**config.mk**
```make
export PLATFORM = sky130hd
export DESIGN_NAME = bbp_config
export DESIGN_NICKNAME = d
export VERILOG_FILES = /design/src/common/bbp_pkg.sv /design/src/logic/bbp_sync.sv /design/src/logic/bbp_config.sv
export SDC_FILE = /design/constraint.sdc
export NUM_CORES = 1
export LEC_CHECK = 0
export ABC_AREA = 1
export BUFFER_PORTS_ARGS = -buffer_cell sky130_fd_sc_hd__buf_2
export CAP_MARGIN = 20
export CORE_ASPECT_RATIO = 1.1
export CORE_MARGIN = 10
export CORE_UTILIZATION = 52
export DETAILED_ROUTE_END_ITERATION = 10
export PLACE_DENSITY = 0.88
export SLEW_MARGIN = 20
export SYNTH_ARGS = -nofsm -noshare
export SYNTH_HDL_FRONTEND = slang
export SYNTH_HIERARCHICAL = 1
export SYNTH_SLANG_ARGS = --single-unit
```
**constraint.sdc**
```tcl
create_clock -name core_clk -period 5.04 [get_ports core_clk]
set_input_delay 0.504 -clock core_clk [delete_from_list [all_inputs] [get_ports core_clk]]
set_output_delay 0.504 -clock core_clk [all_outputs]
set_load 0.05 [all_outputs]
```
**src/common/bbp_pkg.sv**
```systemverilog
package bbp_pkg;
    // register byte addresses
    localparam logic [7:0] BOOST_SLOPE_MODE_ADDR = 8'hA2;
    localparam logic [7:0] UV_PHASE_FREQ_ADDR = 8'hA3;
    localparam logic [7:0] SLOPE_HEADROOM_ADDR = 8'hA4;
    localparam logic [7:0] BOOST_LEVEL_ADDR = 8'hA8;
    localparam logic [7:0] STATUS_ADDR = 8'hAC;
    localparam logic [7:0] ADDR_MASK = 8'hFF;
    // reset values
    localparam logic [7:0] BOOST_SLOPE_MODE_RST = 8'h00;
    localparam logic [7:0] UV_PHASE_FREQ_RST = 8'h00;
    localparam logic [7:0] SLOPE_HEADROOM_RST = 8'h00;
    localparam logic [7:0] BOOST_LEVEL_RST = 8'h00;
    // field positions, boost_slope_mode_config
    localparam int SLOPE_HI_BIT = 0;
    localparam int CURRENT_LIMIT_BIT = 1;
    localparam int BOOST_EN_BIT = 2;
    localparam int ADAPT_BIT = 3;
    localparam int MODE25_BIT = 4;
    // field positions, slope/headroom byte
    localparam int SLOPE_LO_BIT = 3;
    localparam int HEADROOM_MSB = 2;
    localparam int HEADROOM_LSB = 0;
    // field positions, undervoltage_phase_freq_config
    localparam int LOCKOUT_MSB = 7;
    localparam int LOCKOUT_LSB = 6;
    localparam int PHASE_BIT = 5;
    localparam int RATE_MSB = 4;
    localparam int RATE_LSB = 0;
    // lockout codes
    localparam logic [1:0] LOCKOUT_OFF = 2'h0;
    localparam logic [1:0] LOCKOUT_2V7 = 2'h1;
    localparam logic [1:0] LOCKOUT_5V4 = 2'h2;
    localparam logic [1:0] LOCKOUT_8V1 = 2'h3;
    // slope trim in units of 0.125 percent reduction
    localparam logic [6:0] SLOPE_STEP_25 = 7'h14;
    localparam logic [6:0] SLOPE_STEP_50 = 7'h0A;
endpackage : bbp_pkg

```
**src/logic/bbp_sync.sv**
```systemverilog
`timescale 1ns/10ps
`default_nettype none
module bbp_sync (
    input wire logic core_clk,
    input wire logic rst_b,
    input wire logic din,
    output logic dout
);
    logic stage1;
    logic next_stage1;
    logic next_dout;

    always_comb begin
        next_stage1 = din;
        next_dout = stage1;
    end

    always_ff @(posedge core_clk or negedge rst_b) begin
        if (!rst_b) begin
            stage1 <= 1'b0;
            dout <= 1'b0;
        end else begin
            stage1 <= next_stage1;
            dout <= next_dout;
        end
    end
endmodule : bbp_sync
`default_nettype wire

```
**src/logic/bbp_config.sv**
```systemverilog
// Functional notes
// RULE1 - adaptive off: boost held at programmed level
// RULE2 - adaptive on: startup level, then track headroom
// RULE3 - boost enable: auto-on with backlight enable
// RULE4 - slope trim lowers current, 25/50 scaled
// RULE5 - phase bit selects phase-shifted or normal PWM
// RULE6 - five-bit output pulse rate code
// RULE7 - lockout field: off, 2.7, 5.4, 8.1 V
//
// Local design decision: the APB slave port.
`timescale 1ns/10ps
`default_nettype none
module bbp_config (
    input wire logic core_clk,
    input wire logic rst_b,
    input wire logic psel,
    input wire logic penable,
    input wire logic pwrite,
    input wire logic [31:0] paddr,
    input wire logic [31:0] pwdata,
    output logic [31:0] prdata,
    output logic pready,
    output logic pslverr,
    input wire logic backlight_enable,
    input wire logic startup_reached,
    input wire logic [7:0] tracked_level,
    output logic boost_on,
    output logic adaptive_tracking,
    output logic [7:0] boost_target,
    output logic [2:0] headroom_code,
    output logic inductor_current_limit,
    output logic mode25_select,
    output logic [6:0] slope_reduction,
    output logic phase_shifted_drive_on,
    output logic [4:0] output_pulse_rate_code,
    output logic lockout_enable,
    output logic [1:0] low_supply_lockout_level
);
    typedef enum logic [1:0] {BOOST_OFF, BOOST_STARTUP, BOOST_TRACK} bbp_boost_t;

    logic rstSync1;
    logic rstCore;
    logic blEnable;
    logic startDone;
    logic [7:0] boostSlopeMode;
    logic [7:0] uvPhaseFreq;
    logic [7:0] slopeHeadroom;
    logic [7:0] boostLevel;
    logic [7:0] next_boostSlopeMode;
    logic [7:0] next_uvPhaseFreq;
    logic [7:0] next_slopeHeadroom;
    logic [7:0] next_boostLevel;
    bbp_boost_t boostState;
    bbp_boost_t next_boostState;
    logic [31:0] next_prdata;
    logic next_pready;
    logic next_pslverr;
    logic [7:0] next_boostTarget;
    logic [6:0] next_slopeReduction;
    logic [1:0] slopeCode;
    logic hit;
    logic [7:0] addr;

    function automatic logic [6:0] bbp_slope(input logic [1:0] code, input logic sel25);
        logic [6:0] step;
        step = sel25 ? bbp_pkg::SLOPE_STEP_25 : bbp_pkg::SLOPE_STEP_50;
        bbp_slope = 7'((({5'h00, code} + 7'h01) * step));
    endfunction : bbp_slope

    always_ff @(posedge core_clk or negedge rst_b) begin
        if (!rst_b) begin
            rstSync1 <= 1'b0;
            rstCore <= 1'b0;
        end else begin
            rstSync1 <= 1'b1;
            rstCore <= rstSync1;
        end
    end

    bbp_sync u_bl_sync (
        .core_clk(core_clk),
        .rst_b(rstCore),
        .din(backlight_enable),
        .dout(blEnable)
    );

    bbp_sync u_start_sync (
        .core_clk(core_clk),
        .rst_b(rstCore),
        .din(startup_reached),
        .dout(startDone)
    );

    assign addr = paddr[7:0];
    assign slopeCode = {boostSlopeMode[bbp_pkg::SLOPE_HI_BIT],
                        slopeHeadroom[bbp_pkg::SLOPE_LO_BIT]};

    // register bank, single-wait apb slave
    always_comb begin
        next_boostSlopeMode = boostSlopeMode;
        next_uvPhaseFreq = uvPhaseFreq;
        next_slopeHeadroom = slopeHeadroom;
        next_boostLevel = boostLevel;
        next_prdata = prdata;
        next_pslverr = 1'b0;
        next_pready = 1'b0;
        hit = (paddr[31:8] == 24'h000000);
        if (psel && penable && !pready) begin
            next_pready = 1'b1;
            next_prdata = 32'h00000000;
            case (addr)
                bbp_pkg::BOOST_SLOPE_MODE_ADDR: begin
                    if (pwrite) next_boostSlopeMode = pwdata[7:0];
                    next_prdata = {24'h000000, boostSlopeMode};
                end
                bbp_pkg::UV_PHASE_FREQ_ADDR: begin
                    if (pwrite) next_uvPhaseFreq = pwdata[7:0];
                    next_prdata = {24'h000000, uvPhaseFreq};
                end
                bbp_pkg::SLOPE_HEADROOM_ADDR: begin
                    if (pwrite) next_slopeHeadroom = pwdata[7:0];
                    next_prdata = {24'h000000, slopeHeadroom};
                end
                bbp_pkg::BOOST_LEVEL_ADDR: begin
                    if (pwrite) next_boostLevel = pwdata[7:0];
                    next_prdata = {24'h000000, boostLevel};
                end
                bbp_pkg::STATUS_ADDR: begin
                    next_prdata = {29'h0000000, blEnable, boostState};
                    next_pslverr = pwrite;
                end
                default: begin
                    next_pslverr = 1'b1;
                end
            endcase
            if (!hit) begin
                next_boostSlopeMode = boostSlopeMode;
                next_uvPhaseFreq = uvPhaseFreq;
                next_slopeHeadroom = slopeHeadroom;
                next_boostLevel = boostLevel;
                next_prdata = 32'h00000000;
                next_pslverr = 1'b1;
            end
        end
    end

    // boost sequencing
    always_comb begin
        next_boostState = boostState;
        case (boostState)
            BOOST_OFF: begin
                if (boostSlopeMode[bbp_pkg::BOOST_EN_BIT] && blEnable) begin // RULE3
                    next_boostState = BOOST_STARTUP;
                end
            end
            BOOST_STARTUP: begin
                if (boostSlopeMode[bbp_pkg::ADAPT_BIT] && startDone) begin // RULE2
                    next_boostState = BOOST_TRACK;
                end
            end
            BOOST_TRACK: begin
                if (!boostSlopeMode[bbp_pkg::ADAPT_BIT]) begin // RULE1
                    next_boostState = BOOST_STARTUP;
                end
            end
            default: next_boostState = BOOST_OFF;
        endcase
        if (!boostSlopeMode[bbp_pkg::BOOST_EN_BIT] || !blEnable) begin // RULE3
            next_boostState = BOOST_OFF;
        end
        next_boostTarget = boostLevel; // RULE1
        if (next_boostState == BOOST_TRACK) begin
            next_boostTarget = tracked_level; // RULE2
        end
        next_slopeReduction = bbp_slope(slopeCode,
                                        boostSlopeMode[bbp_pkg::MODE25_BIT]); // RULE4
    end

    always_ff @(posedge core_clk or negedge rstCore) begin
        if (!rstCore) begin
            boostSlopeMode <= bbp_pkg::BOOST_SLOPE_MODE_RST;
            uvPhaseFreq <= bbp_pkg::UV_PHASE_FREQ_RST;
            slopeHeadroom <= bbp_pkg::SLOPE_HEADROOM_RST;
            boostLevel <= bbp_pkg::BOOST_LEVEL_RST;
            prdata <= 32'h00000000;
            pready <= 1'b0;
            pslverr <= 1'b0;
            boostState <= BOOST_OFF;
            boost_on <= 1'b0;
            adaptive_tracking <= 1'b0;
            boost_target <= 8'h00;
            headroom_code <= 3'h0;
            inductor_current_limit <= 1'b0;
            mode25_select <= 1'b0;
            slope_reduction <= 7'h00;
            phase_shifted_drive_on <= 1'b0;
            output_pulse_rate_code <= 5'h00;
            lockout_enable <= 1'b0;
            low_supply_lockout_level <= bbp_pkg::LOCKOUT_OFF;
        end else begin
            boostSlopeMode <= next_boostSlopeMode;
            uvPhaseFreq <= next_uvPhaseFreq;
            slopeHeadroom <= next_slopeHeadroom;
            boostLevel <= next_boostLevel;
            prdata <= next_prdata;
            pready <= next_pready;
            pslverr <= next_pslverr;
            boostState <= next_boostState;
            boost_on <= (next_boostState != BOOST_OFF); // RULE3
            adaptive_tracking <= (next_boostState == BOOST_TRACK); // RULE2
            boost_target <= next_boostTarget;
            headroom_code <= slopeHeadroom[bbp_pkg::HEADROOM_MSB:bbp_pkg::HEADROOM_LSB]; // RULE2
            inductor_current_limit <= boostSlopeMode[bbp_pkg::CURRENT_LIMIT_BIT];
            mode25_select <= boostSlopeMode[bbp_pkg::MODE25_BIT]; // RULE4
            slope_reduction <= next_slopeReduction; // RULE4
            phase_shifted_drive_on <= uvPhaseFreq[bbp_pkg::PHASE_BIT]; // RULE5
            output_pulse_rate_code <= uvPhaseFreq[bbp_pkg::RATE_MSB:bbp_pkg::RATE_LSB]; // RULE6
            lockout_enable <= (uvPhaseFreq[bbp_pkg::LOCKOUT_MSB:bbp_pkg::LOCKOUT_LSB]
                               != bbp_pkg::LOCKOUT_OFF); // RULE7
            low_supply_lockout_level <= uvPhaseFreq[bbp_pkg::LOCKOUT_MSB:bbp_pkg::LOCKOUT_LSB]; // RULE7
        end
    end
endmodule : bbp_config
`default_nettype wire

```
==> summary.md <==
| Metric | Value |
|---|---|
| Crit end category | `flop` |
| Final setup fails | `0` |
| Post-CTS Setup Bufs | `0` |
| CTS tree | `done` |
| Die width | `100 um` |
| Crit path time final | `2.24 ns` |
| Vias in the first global route | `3132` |
| Yosys cell types | `27` |
| DR vias | `3014` |
| Min-Delay Path Class | `input pin to flop` |
| Ys Warns | `6` |
| Asr flop ratio synth | `1.00` |
| H-Tree Level Count | `3` |
| Placer congestion estimate | `0.846` |
| Post-DRT Antenna Nets | `0` |
| Clock-pin slew on the worst setup and hold paths | `0.09 ns` |
| Vert. Die Dim | `108 um` |
| Vias per Instance | `4.98` |
| Post-Syn Area | `3670 um2` |
| WL/cell | `14.7 um` |
| Primary FF master, synth | `dfrtp_1` |
| Final Hold Viols | `0` |
| CTS Root Cell | `clkbuf_8` |
| Mapped Cells | `418` |
| Area used by multi-input combinational logic | `1430 um2` |
| Yosys top cell by area | `dfrtp_1` |
| Placed Cells | `588` |
| # clock sinks | `80` |
| Bufs on Longest Clock Path | `2` |
| First-pass GRT wire length | `14400 um` |
| Synth top area share | `0.545` |
| Critical Path AT | `2.48 ns` |
| Required time of the critical path | `5.28 ns` |
| Drt pass-1 iters | `4` |
| Post-layout nets | `602` |
| I/O Pins | `144` |
| Period utilization | `0.444` |
| RSZ-0062 raised after global routing | `false` |
| Most numerous cell in the Yosys netlist | `nand2_1` |
| Synth Register Bits | `80` |
| Post-route DRC | `0` |
| Post-DP HPWL | `6810 um` |
| Status | `finished, final reports clean` |
| Total of max-cap violations | `0` |
| Row count | `32` |
| I/O Buffers | `94` |
| Setup CP Type | `flop to flop` |
| Clk_skew | `0.0117 ns` |
| Starting Density | `0.530` |
| Maximum clock rate | `0.447 GHz` |
| Hold path depth | `1` |
| Fraction of layout cells with a size suffix above 1 | `0.258` |
| Drt initial violations | `161` |
| Latest clock arrival within the worst-skew pair | `0.36 ns` |
| Die Footprint | `10800 um2` |
| Post_cts resized | `0` |
| Initial antenna violation count | `0` |
| Relative slew slack | `0.353` |
| Synth top area cells | `dfrtp_1, nand2_1, nand3_1` |
| Syn Area/Cell | `8.79 um2` |
| Worst setup SP type | `flop` |
| Critical path fanouts, max | `5` |
| Setup_tns | `0 ns` |
| Diodes inserted | `0` |
| Lkg Pwr | `2.53 nW` |
| Core Area | `6930 um2` |
| Congestion Overflow GR | `0` |
| Layout fillers | `573` |
| CTS Buf Count | `9` |
| All-layer global routing usage | `0.162` |
| Slew Limit Fails | `0` |
| Pwr dens | `275 nW/um2` |
| Register area | `2010 um2` |
| Largest net degree at the start of global routing | `79` |
| Worst Reg-to-Reg Cells | `7` |
| Worst-margin pin slew | `0.971 ns` |
| Non-Filler Instances | `605` |
| Area grow syn2layout | `16.6%` |
| Synth cell count leaders | `nand2_1, dfrtp_1, nand3_1, nor2_1, buf_4` |
| Peak VDD IR | `0.164 mV` |
| Post-synthesis sequential area ratio | `0.545` |
| EDFF count, synth | `0` |
| Final wirelength | `8880 um` |
sequential cells by signal, summed over array words and instances, names as in the netlist, 2 cells and up:
| register | count |
|---|---|
| uvPhaseFreq | 8 |
| prdata | 8 |
| boostSlopeMode | 8 |
| boostLevel | 8 |
| slopeHeadroom | 8 |
| low_supply_lockout_level | 2 |
| headroom_code | 3 |
| boost_target | 8 |
| output_pulse_rate_code | 5 |
| boostState | 2 |
| slope_reduction | 6 |
worst max-delay path: stages, from the launching register on:
cell,delay [ns]
dfrtp_1,0.44
ha_1,0.29
inv_1,0.05
o21ai_0,0.26
ha_1,0.30
ha_1,0.23
fa_1,0.38
xor2_1,0.17
logic make-up after synthesis:
| group | after synthesis | synth area share |
|---|---|---|
| compound gates | 8 | 0.0116 |
| xor+xnor | 2 | 0.00477 |
| fa+ha+maj | 8 | 0.0293 |
| buf+inv | 56 | 0.0913 |
| flops | 80 | 0.545 |
| other cells | 2 | 0.00205 |
| simple gates | 262 | 0.316 |
worst paths after layout:
path	start	end	slack (ns)
setup / recovery	slopeHeadroom[3]	slope_reduction[5]	2.80
hold / removal	startup_reached	u_start_sync/next_dout	0.25
setup reg to reg	slopeHeadroom[3]	slope_reduction[5]	2.80
hold reg to reg	u_start_sync/next_dout	u_start_sync/dout	0.35
max in group asynchronous	rstCore	u_start_sync/next_dout	3.91
min in group asynchronous	rst_b	rstCore	0.45
placed cells by master (no fill, tap or decap), types with 4 or more instances in the layout:
cell and instances:
a21oi_1 4, buf_2 94, clkbuf_8 9, conb_1 26, dfrtp_1 79, ha_1 7
inv_1 16, inv_2 6, nand2_1 158, nand2_2 5, nand3_1 51, nand4_1 7
nor2_1 29, nor2_4 5
through the flow:
| step | hold slack, ns | cell area (um2) | util | worst slack [ns] | power, mW |
|---|---|---|---|---|---|
| 2_1_floorplan | 0.208 | 3760 | - | 2.65 | 0.740 |
| 3_3_place_gp | 0.288 | 4090 | 0.591 | 2.91 | 0.755 |
| 3_5_place_dp | 0.290 | 4090 | 0.591 | 2.80 | 0.758 |
| 4_1_cts | 0.250 | 4280 | 0.618 | 2.79 | 1.18 |
| 5_1_grt | 0.246 | 4280 | 0.618 | 2.71 | 1.22 |
| 6_report | 0.253 | 4280 | 0.618 | 2.80 | 1.18 |
per-layer routing:
layer / global-route usage / share of wire / vias to the layer above
li1: - / - / 1462
met1: 0.175 / 0.37 / 1389
met2: 0.285 / 0.50 / 140
met3: 0.0472 / 0.10 / 23
met4: 0.0768 / 0.028 / 0
met5: 0 / 0 / -
area by class of cell:
type,instances,area share
flip-flops and latches,80,0.468
multi-input cells,306,0.333
repair buffers,95,0.112
clock buffers,9,0.0289
well taps,85,0.0248
inverters,23,0.0202
clock inverters,7,0.0129
report_power, final:
group          total, mW  internal, mW  leakage, nW  switching [mW]
sequential         0.657         0.645         1.09          0.0124
combinational     0.0884        0.0203         1.35          0.0681
clock              0.434         0.184       0.0866           0.251
repair_timing:
item	4_1_cts	5_1_grt
endpoints found under the hold margin	2	0
hold buffers	1	0
setup endpoints to repair	0	0
(Power assumes the default switching activity.)
